<file path="src/rtl/reset_watchdog_cfg.svh">
// offsets, field positions, reset values and timing counts for the reset and watchdog block
`ifndef RESET_WATCHDOG_CFG_SVH
`define RESET_WATCHDOG_CFG_SVH

`define CLOCK_PERIOD_NS          4
`define PIN_MIN_PULSE_NS         50
`define PIN_MIN_PULSE_CYCLES     ((`PIN_MIN_PULSE_NS + `CLOCK_PERIOD_NS - 1) / `CLOCK_PERIOD_NS)
`define BROWNOUT_MIN_DIP_NS      2000
`define BROWNOUT_MIN_DIP_CYCLES  ((`BROWNOUT_MIN_DIP_NS + `CLOCK_PERIOD_NS - 1) / `CLOCK_PERIOD_NS)
`define QUAL_COUNT_WIDTH         10
`define UNLOCK_HOLD_CYCLES       4
`define DOG_BASE_PERIOD          16384
`define DOG_COUNT_WIDTH          22

`define STARTUP_CYCLES_0         64
`define STARTUP_CYCLES_1         256
`define STARTUP_CYCLES_2         1024
`define STARTUP_CYCLES_3         4096
`define STARTUP_COUNT_WIDTH      13

`define ADDR_RESET_CAUSE_FLAGS   4'h0
`define ADDR_WATCHDOG_CONTROL    4'h4

`define BIT_SCAN_FLAG            4
`define BIT_DOG_FLAG             3
`define BIT_BROWNOUT_FLAG        2
`define BIT_PIN_FLAG             1
`define BIT_POWERUP_FLAG         0

`define BIT_DOG_UNLOCK           4
`define BIT_DOG_ENABLE           3
`define WATCHDOG_CONTROL_RESET   8'h00

`endif

</file>
<file path="src/rtl/reset_watchdog_pkg.sv">
// types shared by the reset and watchdog block
package reset_watchdog_pkg;

    typedef struct packed {
        logic        cyc;
        logic        stb;
        logic        we;
        logic [3:0]  adr;
        logic [3:0]  sel;
        logic [31:0] dat;
    } wb_req_t;

    typedef struct packed {
        logic        unlock;
        logic        enable;
        logic [2:0]  prescale;
    } dog_control_t;

    typedef enum logic [1:0] {
        ST_HOLD  = 2'b00,
        ST_DELAY = 2'b01,
        ST_RUN   = 2'b10
    } reset_state_t;

endpackage

</file>
<file path="src/rtl/reset_watchdog.sv">
// reset source qualification, start-up delay, reset cause flags and watchdog timer
//
// Added by the designer: the placing of the registers and register access over Wishbone.
`timescale 1ns/1ns
`default_nettype none
`include "reset_watchdog_cfg.svh"

// Function
// - pin held low past minimum pulse width resets device; short pulses ignored
// - after pin release, reset held until start-up delay expires
// - brownout detector enabled by fuse; level fuse selects 2.7V or 4.0V trip
// - brownout asserts reset at once; release waits start-up delay
// - only supply dips longer than minimum dip time cause brownout reset
// - watchdog expiry gives one-cycle reset pulse; delay starts after it
// - bit 4 flag sets on scan chain reset; cleared by power-on or zero write
// - bit 3 flag sets on watchdog reset; cleared by power-on or zero write
// - bit 2 flag sets on brownout reset; cleared by power-on or zero write
// - bit 1 flag sets on pin reset; cleared by power-on or zero write
// - bit 0 flag sets on power-on; only a zero write clears it
// - bandgap on only with brownout fuse, comparator bandgap select or converter on
// - watchdog counts its own 1 MHz oscillator, not the system clock
// - watchdog counter restarts on restart instruction, disable and chip reset
// - enabled watchdog reaching its period without restart resets the device
// - watchdog control bits 7..5 read zero and ignore writes
// - unlock bit clears by hardware four clocks after written one
// - enable set by writing one; cleared by zero only while unlock is one
// - prescale code 000 gives 16384 oscillator cycles, doubling up to 2097152
// - start-up delay length chosen by clock source fuses
module reset_watchdog
#(
    parameter int unsigned DOG_BASE_PERIOD = `DOG_BASE_PERIOD
)
(
    input  wire logic                        clock,
    input  wire logic                        rst,
    input  wire reset_watchdog_pkg::wb_req_t wb_req,
    output logic                             wb_ack,
    output logic [31:0]                      wb_dat_o,
    input  wire logic                        pin_reset_n,
    input  wire logic                        supply_below_trip,
    input  wire logic                        brownout_fuse_enable,
    input  wire logic                        brownout_level_select,
    input  wire logic [1:0]                  clock_source_fuses,
    input  wire logic                        scan_reset_instruction,
    input  wire logic                        dog_restart_instruction,
    input  wire logic                        dog_oscillator,
    input  wire logic                        comparator_bandgap_select,
    input  wire logic                        converter_enable,
    output logic                             core_reset,
    output logic                             brownout_detector_enable,
    output logic                             brownout_trip_high,
    output logic                             bandgap_enable
);
    import reset_watchdog_pkg::*;

    localparam logic [`QUAL_COUNT_WIDTH-1:0] PIN_LIMIT =
        `QUAL_COUNT_WIDTH'(`PIN_MIN_PULSE_CYCLES);
    localparam logic [`QUAL_COUNT_WIDTH-1:0] DIP_LIMIT =
        `QUAL_COUNT_WIDTH'(`BROWNOUT_MIN_DIP_CYCLES);
    localparam logic [2:0] UNLOCK_LIMIT = 3'(`UNLOCK_HOLD_CYCLES);

    // start-up delay length picked by the clock source fuses
    function automatic logic [`STARTUP_COUNT_WIDTH-1:0] startup_length(input logic [1:0] fuses);
        logic [`STARTUP_COUNT_WIDTH-1:0] len;
        len = `STARTUP_COUNT_WIDTH'(`STARTUP_CYCLES_0);
        unique case (fuses)
            2'b00: len = `STARTUP_COUNT_WIDTH'(`STARTUP_CYCLES_0);
            2'b01: len = `STARTUP_COUNT_WIDTH'(`STARTUP_CYCLES_1);
            2'b10: len = `STARTUP_COUNT_WIDTH'(`STARTUP_CYCLES_2);
            2'b11: len = `STARTUP_COUNT_WIDTH'(`STARTUP_CYCLES_3);
        endcase
        return len;
    endfunction

    // watchdog period in oscillator cycles, base doubled per prescale step
    function automatic logic [`DOG_COUNT_WIDTH-1:0] dog_period(input logic [2:0] code);
        logic [`DOG_COUNT_WIDTH-1:0] base;
        base = `DOG_COUNT_WIDTH'(DOG_BASE_PERIOD);
        return base << code;
    endfunction

    logic                            pin_low_qual;
    logic [`QUAL_COUNT_WIDTH-1:0]    pin_count;
    logic                            dip_qual;
    logic [`QUAL_COUNT_WIDTH-1:0]    dip_count;
    logic                            dog_pulse;
    logic                            any_source;
    reset_state_t                    state;
    logic [`STARTUP_COUNT_WIDTH-1:0] startup_count;
    logic [4:0]                      cause_flags;
    dog_control_t                    control;
    logic [2:0]                      unlock_count;
    logic                            osc_meta;
    logic                            osc_sync;
    logic                            osc_prev;
    logic                            dog_tick;
    logic [`DOG_COUNT_WIDTH-1:0]     dog_count;
    logic                            bus_write;
    logic                            hit_flags;
    logic                            hit_control;
    logic [7:0]                      wbyte;
    logic                            next_enable;
    logic                            write_flags;
    logic                            write_control;
    logic                            unlock_expired;
    logic                            dog_hold;

    // register decode, shared by the write strobes and the read mux
    function automatic logic addr_match(input logic [3:0] adr, input logic [3:0] offset);
        return (adr == offset);
    endfunction

    // read mux; reserved control bits and unmapped offsets read as zero
    function automatic logic [31:0] read_word(input logic [3:0] adr);
        logic [31:0] word;
        word = '0;
        if (addr_match(adr, `ADDR_RESET_CAUSE_FLAGS))
            word[4:0] = cause_flags;
        else if (addr_match(adr, `ADDR_WATCHDOG_CONTROL))
            word[4:0] = control;
        return word;
    endfunction

    assign bus_write     = wb_req.cyc && wb_req.stb && wb_req.we && wb_ack && wb_req.sel[0];
    assign hit_flags     = addr_match(wb_req.adr, `ADDR_RESET_CAUSE_FLAGS);
    assign hit_control   = addr_match(wb_req.adr, `ADDR_WATCHDOG_CONTROL);
    assign write_flags   = bus_write && hit_flags;
    assign write_control = bus_write && hit_control;
    assign wbyte       = wb_req.dat[7:0];
    assign any_source  = pin_low_qual || dip_qual || scan_reset_instruction || dog_pulse;

    // pin qualification; needs the clock, a stopped clock cannot see the pin
    always_ff @(posedge clock or posedge rst)
    begin
        if (rst)
        begin
            pin_count    <= '0;
            pin_low_qual <= 1'b0;
        end
        else if (pin_reset_n)
        begin
            pin_count    <= '0;
            pin_low_qual <= 1'b0;
        end
        else if (pin_count < PIN_LIMIT)
        begin
            pin_count    <= pin_count + 1'b1;
            pin_low_qual <= (pin_count == PIN_LIMIT - 1'b1);
        end
    end

    // brownout dip qualification; fuse off masks the comparator entirely
    always_ff @(posedge clock or posedge rst)
    begin
        if (rst)
        begin
            dip_count <= '0;
            dip_qual  <= 1'b0;
        end
        else if (!brownout_fuse_enable || !supply_below_trip)
        begin
            dip_count <= '0;
            dip_qual  <= 1'b0;
        end
        else if (dip_count < DIP_LIMIT)
        begin
            dip_count <= dip_count + 1'b1;
            dip_qual  <= (dip_count == DIP_LIMIT - 1'b1);
        end
    end

    // brownout comparator setup
    always_ff @(posedge clock or posedge rst)
    begin
        if (rst)
        begin
            brownout_detector_enable <= 1'b0;
            brownout_trip_high       <= 1'b0;
        end
        else
        begin
            brownout_detector_enable <= brownout_fuse_enable;
            brownout_trip_high       <= brownout_level_select;
        end
    end

    // reference enable; any one of its three users keeps it up
    always_ff @(posedge clock or posedge rst)
    begin
        if (rst)
            bandgap_enable <= 1'b0;
        else
            bandgap_enable <= brownout_fuse_enable || comparator_bandgap_select
                              || converter_enable;
    end

    // reset sequencing: hold while any source is active, then stretch
    always_ff @(posedge clock or posedge rst)
    begin
        if (rst)
        begin
            state         <= ST_HOLD;
            startup_count <= '0;
        end
        else
        begin
            unique case (state)
                ST_HOLD:
                begin
                    startup_count <= '0;
                    if (!any_source)
                        state <= ST_DELAY;
                end
                ST_DELAY:
                begin
                    if (any_source)
                    begin
                        state         <= ST_HOLD;
                        startup_count <= '0;
                    end
                    else if (startup_count == startup_length(clock_source_fuses) - 1'b1)
                        state <= ST_RUN;
                    else
                        startup_count <= startup_count + 1'b1;
                end
                ST_RUN:
                begin
                    if (any_source)
                        state <= ST_HOLD;
                end
                default:
                    state <= ST_HOLD;
            endcase
        end
    end

    // asserted directly from the sources so reset follows them without a cycle lag
    assign core_reset = (state != ST_RUN) || any_source;

    // cause flags; a set in the same cycle as a zero write wins
    always_ff @(posedge clock or posedge rst)
    begin
        if (rst)
            cause_flags <= 5'h01;
        else
        begin
            for (int i = 0; i < 5; i++)
            begin
                if (write_flags && !wbyte[i])
                    cause_flags[i] <= 1'b0;
            end
            if (scan_reset_instruction)
                cause_flags[`BIT_SCAN_FLAG] <= 1'b1;
            if (dog_pulse)
                cause_flags[`BIT_DOG_FLAG] <= 1'b1;
            if (dip_qual)
                cause_flags[`BIT_BROWNOUT_FLAG] <= 1'b1;
            if (pin_low_qual)
                cause_flags[`BIT_PIN_FLAG] <= 1'b1;
        end
    end

    always_comb
    begin
        next_enable = control.enable;
        if (write_control)
        begin
            if (wbyte[`BIT_DOG_ENABLE])
                next_enable = 1'b1;
            else if (control.unlock)
                next_enable = 1'b0;
        end
    end

    // window closes on the fourth edge after the arming write
    assign unlock_expired = control.unlock && (unlock_count == UNLOCK_LIMIT - 1'b1);

    // watchdog control; cleared by every reset source, unlike the cause flags which only power-on reset clears
    always_ff @(posedge clock or posedge rst)
    begin
        if (rst)
        begin
            control      <= dog_control_t'(5'(`WATCHDOG_CONTROL_RESET));
            unlock_count <= '0;
        end
        else if (any_source)
        begin
            control      <= dog_control_t'(5'(`WATCHDOG_CONTROL_RESET));
            unlock_count <= '0;
        end
        else
        begin
            control.enable <= next_enable;
            if (write_control)
                control.prescale <= wbyte[2:0];
            if (write_control && wbyte[`BIT_DOG_UNLOCK])
            begin
                control.unlock <= 1'b1;
                unlock_count   <= '0;
            end
            else if (control.unlock)
            begin
                unlock_count <= unlock_count + 1'b1;
                if (unlock_expired)
                    control.unlock <= 1'b0;
            end
        end
    end

    // oscillator brought in through two flops; the second and a third delayed copy find its rising edge
    always_ff @(posedge clock or posedge rst)
    begin
        if (rst)
        begin
            osc_meta <= 1'b0;
            osc_sync <= 1'b0;
            osc_prev <= 1'b0;
        end
        else
        begin
            osc_meta <= dog_oscillator;
            osc_sync <= osc_meta;
            osc_prev <= osc_sync;
        end
    end

    assign dog_tick = osc_sync && !osc_prev;
    assign dog_hold = core_reset || !control.enable || dog_restart_instruction;

    // watchdog counter; oscillator must run well below half the system clock
    always_ff @(posedge clock or posedge rst)
    begin
        if (rst)
        begin
            dog_count <= '0;
            dog_pulse <= 1'b0;
        end
        else
        begin
            dog_pulse <= 1'b0;
            if (dog_hold)
                dog_count <= '0;
            else if (dog_tick)
            begin
                if (dog_count == dog_period(control.prescale) - 1'b1)
                begin
                    dog_count <= '0;
                    dog_pulse <= 1'b1;
                end
                else
                    dog_count <= dog_count + 1'b1;
            end
        end
    end

    // bus slave: ack one cycle after request, unmapped reads return zero
    always_ff @(posedge clock or posedge rst)
    begin
        if (rst)
        begin
            wb_ack   <= 1'b0;
            wb_dat_o <= '0;
        end
        else
        begin
            wb_ack   <= wb_req.cyc && wb_req.stb && !wb_ack;
            wb_dat_o <= read_word(wb_req.adr);
        end
    end

endmodule
`default_nettype wire

</file>
<file path="config.mk">
export PLATFORM = sky130hd
export DESIGN_NAME = reset_watchdog
export DESIGN_NICKNAME = d
export VERILOG_FILES = /design/src/rtl/reset_watchdog_pkg.sv /design/src/rtl/reset_watchdog.sv
export VERILOG_INCLUDE_DIRS = /design/src /design/src/rtl
export SDC_FILE = /design/constraint.sdc
export NUM_CORES = 1
export LEC_CHECK = 0
export BUFFER_PORTS_ARGS = -buffer_cell sky130_fd_sc_hd__buf_2
export CAP_MARGIN = 10
export CORE_AREA = 2 2 93 95
export CTS_BUF_LIST = sky130_fd_sc_hd__clkbuf_4 sky130_fd_sc_hd__clkbuf_8
export CTS_CLUSTER_SIZE = 40
export DETAILED_ROUTE_END_ITERATION = 12
export DIE_AREA = 0 0 95 97
export PLACE_DENSITY_LB_ADDON = 0.2
export SYNTH_ARGS = -nofsm -noshare
export SYNTH_HDL_FRONTEND = slang
export SYNTH_SLANG_ARGS = --single-unit
</file>
<file path="constraint.sdc">
create_clock -name clock -period 3.3 [get_ports clock]
set_input_delay 0.66 -clock clock [delete_from_list [all_inputs] [get_ports clock]]
set_output_delay 0.66 -clock clock [all_outputs]
set_load 0.05 [all_outputs]
</file>
==> results.json, run 1 <==
{
  "status": "complete, no violations",
  "synth-seq-area-share_pct": 48.78,
  "ys_seq_elements": 85,
  "timing.final.ws_setup_ns": 0.5769,
  "dp_hpwl_mm": 5.473,
  "firstDrtPassIters": 4,
  "crit_family": "simple AND/OR/NAND/NOR gates",
  "setup_viol": 0,
  "startpoint_type": "flop",
  "antenna_found_initial": 0,
  "grt-ovfl-total": 0,
  "grt_max_degree": 32,
  "layout_commonest_cell": "dfrtp_1",
  "r2r_slack_ns": 0.79,
  "r2r-end": "dog_count[5]",
  "cts_buffers": 9,
  "ios": 93,
  "synthFlopType": "dfrtp_1",
  "drive_above_1_share_pct": 15.87,
  "yosys_warnings": 0,
  "slew_viol_final": 0,
  "clock.fmax_ghz": 0.3672,
  "power-per-cell-area_nw_per_um2": 434.6,
  "wl_mm": 8.033,
  "postCtsSetupBuffers": 0,
  "arrival_ns": 2.06,
  "clkLatencyLatePin_ns": 0.36,
  "ir_drop_v": 0.0002192,
  "finalCriticalPeriod_ns": 2.723,
  "area_delta_synth_final_pct": 8.718,
  "drc": 0,
  "hold_viol": 0,
  "viasPerCell": 5.442,
  "yosys.area.top_type": "dfrtp_1",
  "max_stage_delay_ns": 0.70,
  "cts.hold.buffers_added": 0,
  "worst_path_max_delay_cell": "or4_1",
  "synth.distinct_cells": 56,
  "total_power_mw": 2.062,
  "cts.clk_slew.worst_paths_ns": 0.08,
  "tightest_slew_ns": 1.054,
  "placed_area_um2": 4514,
  "setup_tns_ns": 0,
  "post_cts_resized": 0,
  "ys_async_sr_fraction_pct": 100.0,
  "clock_skew_ns": 0.007966,
  "antenna_cells": 0,
  "netlist_instances": 440,
  "r2r_cells": 5,
  "cts_buffer_depth": 2,
  "reg2reg_from": "state[1]",
  "die_y_um": 97,
  "dp_slack_ns": 0.7331,
  "yosysTopAreaCellShare_pct": 48.18,
  "final_cell_mix": "84 x dfrtp_1, 54 x nor2_1, 35 x buf_2, 30 x nand2_1, 27 x conb_1",
  "cts.sinks": 85,
  "crit_chain": "or4_1 -> or2_2 -> buf_2",
  "ant_nets": 0,
  "critPathBufInv": 1,
  "routedWlPerCell_um": 13.76,
  "cts_root_buf": "clkbuf_8",
  "max_slew_margin_pct": 29.37,
  "grt_pass1_wl_mm": 13.68,
  "portBuffers": 35,
  "final_area_um2": 4743,
  "rows": 33,
  "die_w_um": 95,
  "synth_area_leaders": "dfrtp_1 48%, buf_4 4.6%, nor2_1 4.6%",
  "min_path_type": "primary input to asynchronous set/reset pin",
  "avgSynthCellArea_um2": 9.916,
  "coreArea_um2": 8134,
  "worst_ep_required_time_ns": 2.64,
  "grt_setup_unrepaired": "false",
  "critPathCaptureType": "primary output",
  "p_leak_nw": 2.098,
  "grt_usage_pct": 18.58,
  "htree_levels": 3,
  "fin_crit_sh_pct": 82.52,
  "path_class": "flop to primary output",
  "syn-cell-area_um2": 4363,
  "num_vias": 3178,
  "cts_tree": "yes",
  "drtIter0Drc": 189,
  "place_congestion": 0.7771,
  "cp_max_fo": 8,
  "synth_edf_count": 0,
  "nNetsFinal": 537,
  "start_util_pct": 53.64,
  "die_area_um2": 9215,
  "cap_violations": 0,
  "fin_util_pct": 58.31,
  "grt_pass1_vias": 3017
}
[worst max-delay path by stage]
stage | start | to | slack (ns) | cells past startpoint
floorplan | rst | bandgap_enable | 0.45 | 1
global placement | scan_reset_instruction | core_reset | 0.73 | 4
detailed placement | scan_reset_instruction | core_reset | 0.73 | 4
CTS | dip_qual | core_reset | 0.57 | 3
global route | dip_qual | core_reset | 0.50 | 3
finish | dip_qual | core_reset | 0.58 | 3
[state kept, by name, summed over array words and instances (netlist names), 2 cells and up]
signal and flops:
pin_count 10, unlock_count 3, control 5, dip_count 10, cause_flags 5, wb_dat_o 5
state 2, dog_count 22, startup_count 13
[kinds of logic after synthesis]
group / Yosys count / synth area share (%)
flip-flops: 85 / 48.78
multiplexers: 12 / 2.753
buffers and inverters: 51 / 7.370
XOR/XNOR: 29 / 5.822
adder cells (fa/ha/maj): 7 / 2.007
AO/OA/AOI/OAI: 66 / 9.808
AND/OR/NAND/NOR: 189 / 23.37
other: 1 / 0.08595
[stage by stage]
step                      instances  hold slack (ns)
after floorplan                 466           0.3312
after global placement          568           0.3368
after detailed placement        568           0.3435
after CTS                       584           0.3107
after global routing            584           0.3305
final                           584           0.2953
[cell usage after synthesis (2+ instances only)]
| cell | instances |
|---|---|
| ha_1 | 7 |
| and3_1 | 12 |
| o31ai_1 | 8 |
| nand4_1 | 12 |
| o21ai_0 | 11 |
| xor2_1 | 20 |
| a31oi_1 | 5 |
| nand3b_1 | 2 |
| or2_2 | 4 |
| nor3_1 | 4 |
| a211oi_1 | 4 |
| buf_4 | 27 |
| mux2i_1 | 12 |
| a21oi_1 | 19 |
| nor2b_1 | 6 |
| o21ai_1 | 3 |
| nand2b_1 | 10 |
| a2111oi_0 | 2 |
| inv_1 | 8 |
| and4_1 | 5 |
| a22oi_1 | 2 |
| and2_1 | 4 |
| dfrtp_1 | 84 |
| clkbuf_1 | 9 |
| nor2_1 | 54 |
| and4b_1 | 2 |
| nor4_2 | 2 |
| nand2_1 | 30 |
| or3_2 | 2 |
| xnor2_1 | 9 |
| o2111ai_1 | 2 |
| or3_1 | 7 |
| buf_2 | 4 |
| or4_2 | 7 |
| or4_1 | 6 |
| nand3_1 | 15 |
[where the power goes]
group	leakage, nW	switching [mW]	internal [mW]	total [mW]
clock	0.120	0.364	0.474	0.838
sequential	1.15	0.00932	1.05	1.06
combinational	0.828	0.131	0.0307	0.161
total	2.10	0.504	1.56	2.06
[final cells by class]
class,instances,area [µm²]
clock buffers,12,158.9
clock inverters,4,70.07
fillers,701,3391
inverters,8,31.28
multi-input cells,330,2011
flip-flops and latches,85,2128
well taps,105,131.4
repair buffers,40,212.7
[metal layers]
metal	GRT usage, %	share of wire [%]
met5	0	0
met4	8.138	1.4
met3	3.349	4.0
met2	29.13	47
met1	25.10	48
Power figures use the tool's default switching activity.
==> run 2, diff against run 1 <==
==> constraint.sdc (replaced) <==
create_clock -name clock -period 2.8 [get_ports clock]
set_input_delay 0.56 -clock clock [delete_from_list [all_inputs] [get_ports clock]]
set_output_delay 0.56 -clock clock [all_outputs]
set_load 0.05 [all_outputs]
==> results.json, run 2 (synthesis gave the netlist of run 1 again) <==
{
  "place_congestion": 0.7501,
  "drc": 0,
  "grt_pass1_vias": 2980,
  "die_w_um": 95,
  "viasPerCell": 5.523,
  "placed_area_um2": 4552,
  "arrival_ns": 1.85,
  "final_cell_mix": "84 x dfrtp_1, 54 x nor2_1, 35 x buf_2, 30 x nand2_1, 27 x conb_1",
  "antenna_found_initial": 0,
  "wl_met2_mm": 3.670,
  "total_power_mw": 2.439,
  "tightest_slew_ns": 0.9508,
  "ios": 93,
  "drive_above_1_share_pct": 16.74,
  "cts_tree": "yes",
  "highest_layer": "met4",
  "dp_slack_ns": 0.3448,
  "cts.hold.buffers_added": 0,
  "wl_mm": 7.906,
  "htree_levels": 3,
  "antenna_cells": 0,
  "met1Wirelength_mm": 3.805,
  "slew_viol_final": 0,
  "max_slew_margin_pct": 36.32,
  "start_util_pct": 53.64,
  "grt_setup_unrepaired": "false",
  "crit_chain": "or4_1 -> or2_2 -> buf_2",
  "status": "complete, no violations",
  "grt_max_degree": 41,
  "dp_hpwl_mm": 5.512,
  "startpoint_type": "flop",
  "p_leak_nw": 2.125,
  "top_register": "dog_count",
  "ant_nets": 0,
  "firstDrtPassIters": 4,
  "max_stage_delay_ns": 0.53,
  "critPathCaptureType": "primary output",
  "worst_ep_required_time_ns": 2.24,
  "finalCriticalPeriod_ns": 2.414,
  "path_class": "flop to primary output",
  "nNetsFinal": 542,
  "area_delta_synth_final_pct": 9.693,
  "grt_pass1_wl_mm": 13.51,
  "largest_register_ffs": 22,
  "met3_length_um": 293,
  "drtIter0Drc": 99,
  "portBuffers": 35,
  "layout_commonest_cell": "dfrtp_1",
  "ir_drop_v": 0.0002427,
  "clkLatencyLatePin_ns": 0.36,
  "cap_violations": 0,
  "timing.hold.ws_ns": 0.2610,
  "timing.final.ws_setup_ns": 0.3857,
  "num_vias": 3253,
  "routedWlPerCell_um": 13.42,
  "cts_root_buf": "clkbuf_8",
  "cts.sinks": 85,
  "grt-ovfl-total": 0,
  "top_regs": "dog_count x22, startup_count x13",
  "cts.clk_slew.worst_paths_ns": 0.09,
  "cts_buffer_depth": 2,
  "final_area_um2": 4786,
  "power-per-cell-area_nw_per_um2": 509.5,
  "crit_family": "simple AND/OR/NAND/NOR gates",
  "fillers": 730,
  "postCtsSetupBuffers": 0,
  "setup_tns_ns": 0,
  "critPathBufInv": 1,
  "rows": 33,
  "cp_max_fo": 4,
  "setup_viol": 0,
  "die_area_um2": 9215,
  "die_y_um": 97,
  "coreArea_um2": 8134,
  "cts_buffers": 9,
  "hold_viol": 0,
  "post_cts_resized": 0,
  "worst_path_max_delay_cell": "or4_1",
  "grt_usage_pct": 18.24,
  "min_path_type": "primary input to asynchronous set/reset pin",
  "clock.fmax_ghz": 0.4142,
  "clock_skew_ns": 0.01248,
  "fin_crit_sh_pct": 86.23
}
## run 2: stage by stage
| stage | instances | util [%] |
|---|---|---|
| 2_1_floorplan | 466 | - |
| 3_3_place_gp | 573 | 55.96 |
| 3_5_place_dp | 573 | 55.96 |
| 4_1_cts | 589 | 58.84 |
| 5_1_grt | 589 | 58.84 |
| 6_report | 589 | 58.84 |
## run 2: path summary, 6_finish.rpt
check                                       from           endpoint  slack, ns  cells past startpoint
max in group asynchronous                    rst       pin_count[5]       1.84                      3
worst max register to register  startup_count[7]   startup_count[0]       0.50                      5
worst min-delay path                         rst  startup_count[12]       0.26                      2
worst min register to register          osc_meta           osc_sync       0.37                      0
min in group clock                dog_oscillator           osc_meta       0.31                      1
worst max-delay path                    dip_qual         core_reset       0.39                      3
## run 2: worst register-to-register path, cell delays in order (launching register included)
cell,delay [ns]
dfrtp_1,0.46
or4_1,0.54
a2111o_1,0.45
a21oi_1,0.42
mux2i_1,0.24
o21ai_1,0.07
## run 2: cell type report
| cell class | count | area (µm²) | area share (%) |
|---|---|---|---|
| repair buffers | 45 | 250.2 | 5.229 |
| clock buffers | 11 | 151.4 | 3.163 |
| inverters | 8 | 31.28 | 0.6536 |
| flip-flops and latches | 85 | 2128 | 44.47 |
| multi-input cells | 330 | 2011 | 42.01 |
| well taps | 105 | 131.4 | 2.745 |
| clock inverters | 5 | 82.58 | 1.725 |
## run 2: power breakdown
group          switching [mW]  total [mW]  leakage [nW]  internal, mW
logic                   0.154       0.191         0.854        0.0370
clock network           0.443       0.995         0.120         0.553
registers              0.0111        1.25          1.15          1.24
## run 2: layer usage
metal | vias to the layer above | GRT usage (%)
li1 | 1581 | -
met1 | 1591 | 24.45
met2 | 69 | 29.46
met3 | 12 | 3.193
met4 | 0 | 6.800
met5 | - | 0
